**config.mk**
```make
export PLATFORM = sky130hd
export DESIGN_NAME = mrom_host
export DESIGN_NICKNAME = d
export VERILOG_FILES = /design/src/mrom_pkg.sv /design/src/mrom_timer.sv /design/src/mrom_host.sv
export VERILOG_INCLUDE_DIRS = /design/src
export SDC_FILE = /design/constraint.sdc
export NUM_CORES = 1
export LEC_CHECK = 0
export ABC_AREA = 1
export BUFFER_PORTS_ARGS = -buffer_cell sky130_fd_sc_hd__buf_2
export CORE_AREA = 2 2 96 98
export DETAILED_ROUTE_END_ITERATION = 6
export DIE_AREA = 0 0 98 100
export GPL_ROUTABILITY_DRIVEN = 0
export PLACE_DENSITY_LB_ADDON = 0.2
export SETUP_SLACK_MARGIN = 0.15
export SLEW_MARGIN = 5
export SYNTH_ARGS = -nofsm -noshare
export SYNTH_HDL_FRONTEND = slang
export SYNTH_SLANG_ARGS = --single-unit
```
**constraint.sdc**
```tcl
create_clock -name clk -period 2.1 [get_ports clk]
set_input_delay 0.21 -clock clk [delete_from_list [all_inputs] [get_ports clk]]
set_output_delay 0.21 -clock clk [all_outputs]
set_load 0.01 [all_outputs]
```
**src/mrom_consts.svh**
```systemverilog
// timing and layout constants for the mask rom read controller
`ifndef MROM_CONSTS_SVH
`define MROM_CONSTS_SVH
`define MROM_CLK_NS 25
`define MROM_PWRUP_NS 200
`define MROM_PWRUP_CYC ((`MROM_PWRUP_NS + `MROM_CLK_NS - 1) / `MROM_CLK_NS)
`define MROM_ACC_NS 120
`define MROM_ACC_CYC ((`MROM_ACC_NS + `MROM_CLK_NS - 1) / `MROM_CLK_NS)
`define MROM_DF_NS 20
`define MROM_DF_CYC ((`MROM_DF_NS + `MROM_CLK_NS - 1) / `MROM_CLK_NS)
`define MROM_WADDR_W 23
`define MROM_BADDR_W 24
`define MROM_DATA_W 16
`define MROM_OPT_LOW 2'h0
`define MROM_OPT_HIGH 2'h1
`define MROM_OPT_IGN 2'h2
`endif

```
**src/mrom_pkg.sv**
```systemverilog
// types for the mask rom read controller
package mrom_pkg;
    typedef enum logic [1:0] {
        MROM_ST_PWRUP = 2'h0,
        MROM_ST_IDLE = 2'h1,
        MROM_ST_ACCESS = 2'h3,
        MROM_ST_RELEASE = 2'h2
    } mrom_state_e;
    typedef logic [1:0] mrom_opt_t;
endpackage : mrom_pkg

```
**src/mrom_timer.sv**
```systemverilog
// down counter that pulses done when a loaded count expires
`timescale 1ns/1ps
`default_nettype none
module mrom_timer (
    input wire logic clk,
    input wire logic rst_n,
    input wire logic load,
    input wire logic [3:0] count,
    output logic done
);
    logic [3:0] cnt_r;
    logic run_r;

    always_ff @(posedge clk or negedge rst_n) begin
        if (!rst_n) begin
            cnt_r <= 4'h0;
            run_r <= 1'b0;
        end else if (load) begin
            cnt_r <= count;
            run_r <= 1'b1;
        end else if (run_r) begin
            if (cnt_r <= 4'h1) begin
                run_r <= 1'b0;
            end
            cnt_r <= cnt_r - 4'h1;
        end
    end

    assign done = run_r && (cnt_r <= 4'h1) && !load;
endmodule : mrom_timer
`default_nettype wire

```
**src/mrom_host.sv**
```systemverilog
// host controller reading an asynchronous mask rom
`timescale 1ns/1ps
`default_nettype none
`include "mrom_consts.svh"
module mrom_host
    import mrom_pkg::*;
(
    input wire logic clk,
    input wire logic rst_n,
    input wire logic [1:0] enable_option,
    input wire logic req_valid,
    input wire logic req_word,
    input wire logic [23:0] req_addr,
    output logic req_ready,
    output logic rsp_valid,
    output logic [15:0] rsp_data,
    output logic [22:0] word_address,
    output logic chip_select_n,
    output logic output_enable,
    output logic width_select,
    output logic data_msb_out,
    output logic data_msb_oe,
    input wire logic [7:0] lower_data_bits,
    input wire logic [6:0] upper_data_bits,
    input wire logic data_msb_in
);
    // *****************************
    // input synchronisers
    // *****************************
    // rom data is sampled only after the access time has passed, yet the
    // pins are still foreign to clk, so three flops guard them
    logic [15:0] pin_s1_r;
    logic [15:0] pin_s2_r;
    logic [15:0] pin_s3_r;
    logic [15:0] pin_now;

    assign pin_now = {data_msb_in, upper_data_bits, lower_data_bits};

    always_ff @(posedge clk or negedge rst_n) begin
        if (!rst_n) begin
            pin_s1_r <= 16'h0000;
            pin_s2_r <= 16'h0000;
            pin_s3_r <= 16'h0000;
        end else begin
            pin_s1_r <= pin_now;
            pin_s2_r <= pin_s1_r;
            pin_s3_r <= pin_s2_r;
        end
    end

    // *****************************
    // sequencing
    // *****************************
    mrom_state_e state_r;
    logic tmr_load;
    logic [3:0] tmr_count;
    logic tmr_done;
    logic [2:0] settle_r;
    logic word_r;
    logic take;

    // ready gate: a request seen while ready is still low is never taken
    assign take = (state_r == MROM_ST_IDLE) && req_ready && req_valid;

    mrom_timer u_timer (
        .clk(clk),
        .rst_n(rst_n),
        .load(tmr_load),
        .count(tmr_count),
        .done(tmr_done)
    );

    // power-up wait loaded straight out of reset; access time on a take;
    // disable time after release so the next host driver never fights the rom
    logic boot_r;
    always_ff @(posedge clk or negedge rst_n) begin
        if (!rst_n) begin
            boot_r <= 1'b1;
        end else begin
            boot_r <= 1'b0;
        end
    end

    always_comb begin
        tmr_load = 1'b0;
        tmr_count = 4'h0;
        if (boot_r) begin
            tmr_load = 1'b1;
            tmr_count = 4'(`MROM_PWRUP_CYC);
        end else if (take) begin
            tmr_load = 1'b1;
            tmr_count = 4'(`MROM_ACC_CYC);
        end else if (state_r == MROM_ST_ACCESS && settle_r == 3'h3) begin
            tmr_load = 1'b1;
            tmr_count = 4'(`MROM_DF_CYC);
        end
    end

    always_ff @(posedge clk or negedge rst_n) begin
        if (!rst_n) begin
            state_r <= MROM_ST_PWRUP;
        end else begin
            unique case (state_r)
                MROM_ST_PWRUP: begin
                    if (tmr_done) begin
                        state_r <= MROM_ST_IDLE;
                    end
                end
                MROM_ST_IDLE: begin
                    if (take) begin
                        state_r <= MROM_ST_ACCESS;
                    end
                end
                MROM_ST_ACCESS: begin
                    if (settle_r == 3'h3) begin
                        state_r <= MROM_ST_RELEASE;
                    end
                end
                MROM_ST_RELEASE: begin
                    if (tmr_done) begin
                        state_r <= MROM_ST_IDLE;
                    end
                end
            endcase
        end
    end

    // after the access time, wait three more edges so the synchronisers
    // carry the settled data before capture
    always_ff @(posedge clk or negedge rst_n) begin
        if (!rst_n) begin
            settle_r <= 3'h0;
        end else if (state_r != MROM_ST_ACCESS) begin
            settle_r <= 3'h0;
        end else if (settle_r != 3'h0 || tmr_done) begin
            settle_r <= settle_r + 3'h1;
        end
    end

    // *****************************
    // pin drive
    // *****************************
    always_ff @(posedge clk or negedge rst_n) begin
        if (!rst_n) begin
            chip_select_n <= 1'b1;
        end else begin
            chip_select_n <= !(take || (state_r == MROM_ST_ACCESS && settle_r != 3'h3));
        end
    end

    // the enable level depends on the factory option of the fitted part
    always_ff @(posedge clk or negedge rst_n) begin
        if (!rst_n) begin
            output_enable <= 1'b1;
        end else begin
            unique case (enable_option)
                `MROM_OPT_LOW: output_enable <= chip_select_n == 1'b1 && !take;
                `MROM_OPT_HIGH: output_enable <= take ||
                    (state_r == MROM_ST_ACCESS && settle_r != 3'h3);
                default: output_enable <= 1'b0;
            endcase
        end
    end

    always_ff @(posedge clk or negedge rst_n) begin
        if (!rst_n) begin
            word_address <= 23'h000000;
            width_select <= 1'b1;
            data_msb_out <= 1'b0;
            data_msb_oe <= 1'b0;
            word_r <= 1'b1;
        end else if (take) begin
            word_r <= req_word;
            width_select <= req_word;
            if (req_word) begin
                word_address <= req_addr[22:0];
                data_msb_oe <= 1'b0;
            end else begin
                word_address <= req_addr[23:1];
                data_msb_out <= req_addr[0];
                data_msb_oe <= 1'b1;
            end
        end
    end

    // *****************************
    // answer
    // *****************************
    always_ff @(posedge clk or negedge rst_n) begin
        if (!rst_n) begin
            rsp_valid <= 1'b0;
            rsp_data <= 16'h0000;
        end else begin
            rsp_valid <= (state_r == MROM_ST_ACCESS) && settle_r == 3'h3;
            if (state_r == MROM_ST_ACCESS && settle_r == 3'h3) begin
                // upper byte is floating in byte mode, so it is masked
                rsp_data <= word_r ? pin_s3_r : {8'h00, pin_s3_r[7:0]};
            end
        end
    end

    always_ff @(posedge clk or negedge rst_n) begin
        if (!rst_n) begin
            req_ready <= 1'b0;
        end else begin
            req_ready <= (state_r == MROM_ST_IDLE && !take) ||
                (state_r == MROM_ST_RELEASE && tmr_done);
        end
    end
endmodule : mrom_host
`default_nettype wire

```
==> results of run 1 <==
## power by group
| group | internal [uW] | switching [uW] |
|---|---|---|
| Sequential | 2500 | 279 |
| Combinational | 713 | 976 |
| Clock | 459 | 701 |
| Total | 3680 | 1960 |
## sequential cells by signal, summed over array words and instances, names as in the netlist, 2 cells and up
register       flops
settle_r           3
u_timer.cnt_r      4
pin_s2_r          16
word_address      23
state_r            2
pin_s1_r          16
pin_s3_r          16
rsp_data          16
## routing by layer
metal	vias up	GRT usage, %	part of all wire, %
li1	1258	-	-
met1	1228	21.9	47
met2	73	23.8	46
met3	12	3.97	5.6
met4	0	6.09	1.5
met5	-	0	0
## logic make-up after synthesis
family | Yosys count | synth area share (%)
and+or+nand+nor | 126 | 14.6
DFF | 105 | 68.9
buffers and inverters | 51 | 5.86
AOI/OAI and AO/OA | 33 | 8.39
adders and majority gates | 5 | 1.64
xor gates and xnor gates | 2 | 0.459
other | 1 | 0.0982
## area by class of cell
| class | count | area, um^2 | area share [%] |
|---|---|---|---|
| inverter | 41 | 154 | 3.25 |
| clock buffer | 10 | 128 | 2.69 |
| tap | 111 | 139 | 2.93 |
| sequential | 105 | 2630 | 55.5 |
| multi-input combinational | 167 | 963 | 20.3 |
| timing repair buffer | 111 | 666 | 14.0 |
| clock inverter | 6 | 57.6 | 1.21 |
## what timing repair did
action,CTS,global route
endpoints found under the setup margin,0,0
endpoints found under the hold margin,49,0
hold buffers,18,0
## path summary, 6_finish.rpt
kind,end,cells past startpoint
worst max-delay path,u_timer.cnt_r[2],8
worst min-delay path,data_msb_out,3
worst max register to register,u_timer.cnt_r[2],8
worst min register to register,pin_s2_r[7],0
max in group asynchronous,boot_r,3
min in group asynchronous,pin_s2_r[11],2
## cells in the final DEF, fill, tap and decap left out, drive strengths merged, types with 3 or more instances in the layout
cell / n
dfrtp: 101
nand2: 94
buf: 93
inv: 44
o221ai: 22
dlygate4sd3: 18
nand3: 16
nor2: 14
clkbuf: 10
o21ai: 6
ha: 5
dfstp: 4
a21oi: 3
clkinv: 3
## worst register-to-register path: cells and delay by family (launching register included)
kind                       cells  cell delay, ns
AOI/OAI and AO/OA              1            0.08
DFF                            1            0.41
adders and majority gates      2            0.40
buffers and inverters          1            0.11
and+or+nand+nor                4            0.54
## cells in the mapped netlist
| library cell | instances |
|---|---|
| dfrtp_1 | 101 |
| nand2_1 | 90 |
| nand3_1 | 15 |
| o22ai_1 | 1 |
| conb_1 | 1 |
| nor2_1 | 11 |
| clkbuf_1 | 1 |
| nor3_2 | 1 |
| o211ai_1 | 1 |
| o21ai_0 | 5 |
| buf_2 | 5 |
| o221ai_2 | 11 |
| buf_4 | 1 |
| nand2_4 | 2 |
| nand2_2 | 2 |
| dfstp_2 | 4 |
| nor3b_1 | 1 |
| o21ai_1 | 1 |
| nor2_4 | 2 |
| nand3_2 | 1 |
| xor2_1 | 1 |
| o221ai_1 | 11 |
| a21oi_1 | 3 |
| xnor2_1 | 1 |
| buf_6 | 3 |
| ha_1 | 5 |
| inv_2 | 3 |
| inv_1 | 38 |
| nor2_8 | 1 |
## per-stage QoR
step | area, um^2 | setup slack [ns] | hold slack (ns)
2_1_floorplan | 3820 | 0.613 | -0.0856
3_3_place_gp | 4370 | 0.531 | 0.191
3_5_place_dp | 4370 | 0.482 | 0.193
4_1_cts | 4740 | 0.468 | 0.0887
5_1_grt | 4740 | 0.317 | 0.118
6_report | 4740 | 0.464 | 0.107
==> metrics.md, run 1 <==
| Metric | Value |
|---|---|
| Outcome | `finished clean` |
| Worst Min Path Start | `req_addr[0]` |
| Die Height | `100 um` |
| Inserted Clock Buffers | `9` |
| # Max-Cap Violations | `0` |
| Worst Path Required | `2.33 ns` |
| Largest net degree at the start of global routing | `72` |
| Synth Instances | `323` |
| Critical Path End Type | `flip-flop` |
| Clk_skew | `0.0116 ns` |
| Synthesized area | `3820 um^2` |
| # setup viols final | `0` |
| Area Overhead vs Synth | `24.1%` |
| Unrepaired setup endpoints after global routing | `no` |
| Root Driver | `clkbuf_8` |
| Initial antenna violation count | `0` |
| Area of the core | `8890 um^2` |
| Share of layout cells above drive strength 1 | `30.7%` |
| Critical path's most frequent cell | `ha_1` |
| Slowest stage delay, CP | `0.41 ns` |
| Vias in the first global route | `2519` |
| Clock transition at path regs | `0.10 ns` |
| #FFs+latches synth | `105` |
| H-tree levels | `3` |
| Count of cell types in the netlist | `29` |
| Final Hold Viols | `0` |
| Avg Cell Area, Syn | `11.8 um^2` |
| Final core area utilization | `53.3%` |
| DRT Wirelength | `7.12 mm` |
| Worst-path maximum fanout | `8` |
| CP arrival | `1.87 ns` |
| Synth Warn # | `0` |
| DIE WIDTH | `98 um` |
| Slew Limit Fails | `0` |
| DR WL/cell | `12.9 um` |
| DRC violations left | `0` |
| Top delay family on crit path | `simple AND/OR/NAND/NOR gates` |
| Setup TNS | `0 ns` |
| Clock insertion delay at the later pin of the skew report | `0.36 ns` |
| Min Tclk post-route | `1.64 ns` |
| Crit path buffers/inverters | `1` |
| Ranking of synthesized cells by area | `dfrtp_1 66%, nand2_1 8.8%, o221ai_2 4.3%, inv_1 3.7%, dfstp_2 2.8%` |
| Power Dens Cells | `1190 nW/um^2` |
| Initial Utilization | `43.0%` |
| Antenna-violating nets left | `0` |
| Static leakage | `0.00252 uW` |
| First-pass GRT wire length | `12.1 mm` |
| Routed vias | `2571` |
| Global-route usage over all layers | `15.7%` |
| Non-filler cells, final | `551` |
| Final #Nets | `486` |
| RR Startpoint | `settle_r[0]` |
| Worst VDD drop | `0.524 mV` |
| Layout fillers | `802` |
| Crit-path cells | `ha_1, ha_1, inv_1, nor2_4, nor3_2, nand2_1, nand3_1, o21ai_0` |
| Power Total | `5630 uW` |
| Post-cts sizing count | `0` |
| Period utilization | `77.9%` |
| CP max stage cell | `dfrtp_1` |
| Worst hold path class | `input port to flip-flop` |
| Initial DRC Count | `112` |
| Startpoint Class | `flip-flop` |
| Total gr overflow | `0` |
| CTS Buffer Depth | `2` |
| FMAX | `0.611 GHz` |
| DP Cell Count | `517` |
| Reg2Reg Setup Slack | `0.46 ns` |
| CTS tree | `built` |
| Vias/cell | `4.67` |
| Sequential-to-total area share from yosys stat | `68.9%` |
| Setup repair bufs after CTS | `0` |
| Setup crit start | `settle_r[0]` |
| Placement row count | `35` |
| Share of the synthesized area in the top cell type | `66.2%` |
| Clock Sink Count | `105` |
| Port buffer count | `91` |
| Detailed placer's ending HPWL | `4.61 mm` |
| Die area | `9800 um^2` |
| Post-Syn Nets | `374` |
| Io pins | `92` |
| CP Class | `flip-flop to flip-flop` |
| Total inserted antenna cells | `0` |
| Yosys top cell by area | `dfrtp_1` |
| First drt pass iteration count | `5` |
Power figures use the tool's default switching activity.
==> inputs of run 2 (changes only) <==
- ABC_AREA: 1 -> 0
- CORE_AREA: 2 2 96 98 -> 2 2 94 96
- DIE_AREA: 0 0 98 100 -> 0 0 96 98
- clock period: 2.1 -> 1.7 ns (I/O delays scaled with it)
==> run 2 against run 1 <==
  * Highest routed layer unchanged
  * Sequential cell count did not move
  * Via count down 5.8%
  * Global-route usage increased by 0.75 points
  * Combinational power fell by 21%
==> metrics.md, run 2 <==
| Metric | Value |
|---|---|
| Count of cell types in the netlist | `32 (was 29)` |
| Sw Pwr | `1750 uW (was 1960 uW)` |
| Initial antenna violation count | `0 (unchanged)` |
| Top FF cell, synth | `dfrtp_1 (unchanged)` |
| DR WL/cell | `13.6 um (was 12.9 um)` |
| Largest net degree at the start of global routing | `45 (was 72)` |
| Post-synthesis compound-gate area fraction | `5.66% (was 8.39%)` |
| Most frequent cells in the layout | `99 x dfrtp_1, 90 x buf_2, 48 x nand2_1 (was 101 x dfrtp_1, 90 x nand2_1, 90 x buf_2)` |
| Area Overhead vs Synth | `31.6% (was 24.1%)` |
| Clock insertion delay at the later pin of the skew report | `0.36 ns (about the same)` |
| Yosys top cell by area | `dfrtp_1 (unchanged)` |
| Non-filler cells, final | `524 (was 551)` |
| Synth Instances | `280 (was 323)` |
| Layout fillers | `719 (was 802)` |
| Period utilization | `92.5% (was 77.9%)` |
| Vias/cell | `4.62 (was 4.67)` |
| H-tree levels | `3 (unchanged)` |
| CTS tree | `built (unchanged)` |
| Static leakage | `0.00251 uW (was 0.00252 uW)` |
| Inserted Clock Buffers | `9 (unchanged)` |
| Final Hold Viols | `0 (unchanged)` |
| Biggest register | `word_address (unchanged)` |
| First-pass GRT wire length | `11.8 mm (was 12.1 mm)` |
| Vias in the first global route | `2499 (was 2519)` |
| FMAX | `0.636 GHz (was 0.611 GHz)` |
| Routed vias | `2421 (was 2571)` |
| # Max-Cap Violations | `0 (unchanged)` |
| Initial DRC Count | `79 (was 112)` |
| Slowest stage delay, CP | `0.36 ns (was 0.41 ns)` |
| Cell Area, Placed | `4380 um^2 (was 4370 um^2)` |
| Worst-path maximum fanout | `3 (was 8)` |
| Root Driver | `clkbuf_8 (unchanged)` |
| Largest register FFs | `23 (unchanged)` |
| Clock power frac | `25.8% (was 20.6%)` |
| Startpoint Class | `flip-flop (unchanged)` |
| Share of layout cells above drive strength 1 | `38.2% (was 30.7%)` |
| # setup viols final | `0 (unchanged)` |
| Post-Syn Nets | `331 (was 374)` |
| Total inserted antenna cells | `0 (unchanged)` |
| Adder-Cell Fraction of Synth Area | `1.68% (was 1.64%)` |
| Internal power | `4240 uW (was 3680 uW)` |
| Area of the multi-input gates | `1050 um^2 (was 963 um^2)` |
| CP Class | `flip-flop to flip-flop (unchanged)` |
| Worst hold path class | `input port to flip-flop (unchanged)` |
| #FFs+latches synth | `105 (unchanged)` |
| Synthesized area | `3710 um^2 (was 3820 um^2)` |
| Final Cell Area | `4890 um^2 (was 4740 um^2)` |
| Clock transition at path regs | `0.10 ns (about the same)` |
| Power Total | `5990 uW (was 5630 uW)` |
| Worst VDD drop | `0.586 mV (was 0.524 mV)` |
| DIE WIDTH | `96 um (was 98 um)` |
| Synth Warn # | `0 (unchanged)` |
| Worst Path Required | `1.98 ns (was 2.33 ns)` |
| Die Height | `98 um (was 100 um)` |
| CTS Buffer Depth | `2 (unchanged)` |
| CP arrival | `1.85 ns (was 1.87 ns)` |
| Io pins | `92 (unchanged)` |
| Port buffer count | `91 (unchanged)` |
| Critical Path End Type | `flip-flop (unchanged)` |
| Main combinational cell family by area after synthesis | `multiplexers (was simple AND/OR/NAND/NOR gates)` |
| Slew Limit Fails | `0 (unchanged)` |
| First drt pass iteration count | `4 (was 5)` |
| Async set-reset flop share out of synthesis | `100% (unchanged)` |
| Synth cell count leaders | `101 x dfrtp_1, 48 x nand2_1, 26 x mux2i_1, 26 x o21ai_0, 14 x nand3_1 (was 101 x dfrtp_1, 90 x nand2_1, 38 x inv_1)` |
| Total gr overflow | `0 (unchanged)` |
| Power Dens Cells | `1230 nW/um^2 (was 1190 nW/um^2)` |
| Initial Utilization | `43.9% (was 43.0%)` |
| Global-route usage over all layers | `16.4% (was 15.7%)` |
| DP Cell Count | `479 (was 517)` |
| DRC violations left | `0 (unchanged)` |
| Combinational share of power | `22.1% (was 30.0%)` |
| Die area | `9410 um^2 (was 9800 um^2)` |
| Seq pwr share | `52.1% (was 49.4%)` |
| Ranking of synthesized cells by area | `dfrtp_1 68%, mux2i_1 7.0%, nand2_1 4.9%, o21ai_0 3.5%, dfstp_2 2.8% (was dfrtp_1 66%, nand2_1 8.8%, o221ai_2 4.3%, inv_1 3.7%, dfstp_2 2.8%)` |
| Placement row count | `34 (was 35)` |
| Most frequent cell after synthesis | `dfrtp_1 (unchanged)` |
| Post-synth EDFFs | `0 (unchanged)` |
| Clock Sink Count | `105 (unchanged)` |
| Post-synthesis simple-gate area fraction | `8.79% (was 14.6%)` |
| Commonest non-fill, non-tap cell in the layout | `dfrtp_1 (unchanged)` |
| Share of the synthesized area in the top cell type | `68.0% (was 66.2%)` |
| Avg Cell Area, Syn | `13.3 um^2 (was 11.8 um^2)` |
| Area of the core | `8470 um^2 (was 8890 um^2)` |
| Outcome | `finished clean (unchanged)` |
| Crit-path cells | `inv_1, ha_2, nor2_4, nor3_2, buf_4, a311oi_4, mux2i_1 (was ha_1, ha_1, inv_1, nor2_4, nor3_2, nand2_1, nand3_1, o21ai_0)` |
| Unrepaired setup endpoints after global routing | `yes (was no)` |
| Post-synthesis mux area share | `9.73% (was 0%)` |
| CP max stage cell | `dfrtp_1 (unchanged)` |
| Register Area | `2640 um^2 (was 2630 um^2)` |
| Setup TNS | `0 ns (unchanged)` |
| Antenna-violating nets left | `0 (unchanged)` |
| Detailed placer's ending HPWL | `4.99 mm (was 4.61 mm)` |
| Sequential-to-total area share from yosys stat | `70.9% (was 68.9%)` |
| DRT Wirelength | `7.14 mm (was 7.12 mm)` |
| Sw frac | `29.3% (was 34.7%)` |
| Min Tclk post-route | `1.57 ns (was 1.64 ns)` |
| Clk_skew | `0.0109 ns (was 0.0116 ns)` |
| Final #Nets | `462 (was 486)` |
| XOR/XNOR Fraction of Synth Area | `0.707% (was 0.459%)` |
==> run 2: timing repair <==
action                                  CTS  global route
resized for setup                         3             9
pin swaps                                 4             5
endpoints found under the setup margin   10             8
buffers inserted                          7             4
hold endpoints to repair                 41             0
hold buffers                             18             0
==> run 2: per-stage QoR <==
stage	hold WS [ns]	worst slack, ns	util [%]
global route	0.0225	0.0475	57.7
CTS	0.00975	0.146	57.1
global placement	0.136	0.136	51.7
floorplan	-0.126	0.164	-
detailed placement	0.138	0.0625	51.7
finish	0.0218	0.128	57.7
==> run 2: cell families (layout without fill, tap and decap cells) <==
group,after synthesis,in the layout
mux,35,35
fa+ha+maj,5,5
flops,105,105
xor+xnor,3,3
other cells,1,1
simple gates,74,74
buf+inv,22,158
compound gates,35,35
==> run 2: layout make-up <==
cell class              count  area share [%]
multi-input cells         153            21.4
flip-flops and latches    105            53.9
clock inverters             7            1.61
clock buffers               9            2.53
well taps                 108            2.76
inverters                   9           0.742
repair buffers            133            17.0
==> run 2: path summary, 6_finish.rpt <==
path / startpoint / to / slack (ns) / cells after the start
worst min register to register: pin_s2_r[7] / pin_s3_r[7] / 0.35 / 0
min in group asynchronous: rst_n / u_timer.run_r / 0.27 / 2
worst min-delay path: enable_option[0] / output_enable / 0.02 / 3
worst max-delay path: u_timer.cnt_r[1] / settle_r[0] / 0.13 / 7
max in group asynchronous: rst_n / pin_s1_r[4] / 0.83 / 3
worst max register to register: u_timer.cnt_r[1] / settle_r[0] / 0.13 / 7
==> run 2: per-layer routing <==
| layer | global-route usage (%) | up-vias | wire length, um |
|---|---|---|---|
| li1 | - | 1192 | - |
| met5 | 0 | - | 0 |
| met3 | 3.55 | 16 | 269 |
| met2 | 25.1 | 49 | 3560 |
| met1 | 21.7 | 1164 | 3100 |
| met4 | 8.79 | 0 | 220 |
==> run 2: worst max-delay path, delay by kind of cell, from the launching register on <==
kind / cells / cell delay (ns)
flip-flops: 1 / 0.36
AO/OA/AOI/OAI: 1 / 0.35
buffers and inverters: 2 / 0.22
multiplexers: 1 / 0.22
AND/OR/NAND/NOR: 2 / 0.15
adder cells (fa/ha/maj): 1 / 0.19
==> run 2: power by group through the flow <==
stage	Clock [uW]	Combinational (uW)	Sequential, uW
floorplan	0	602	3220
detailed placement	0	1190	3170
CTS	1600	1250	3130
finish	1540	1330	3120
global placement	0	1160	3160
global route	1690	1480	3180
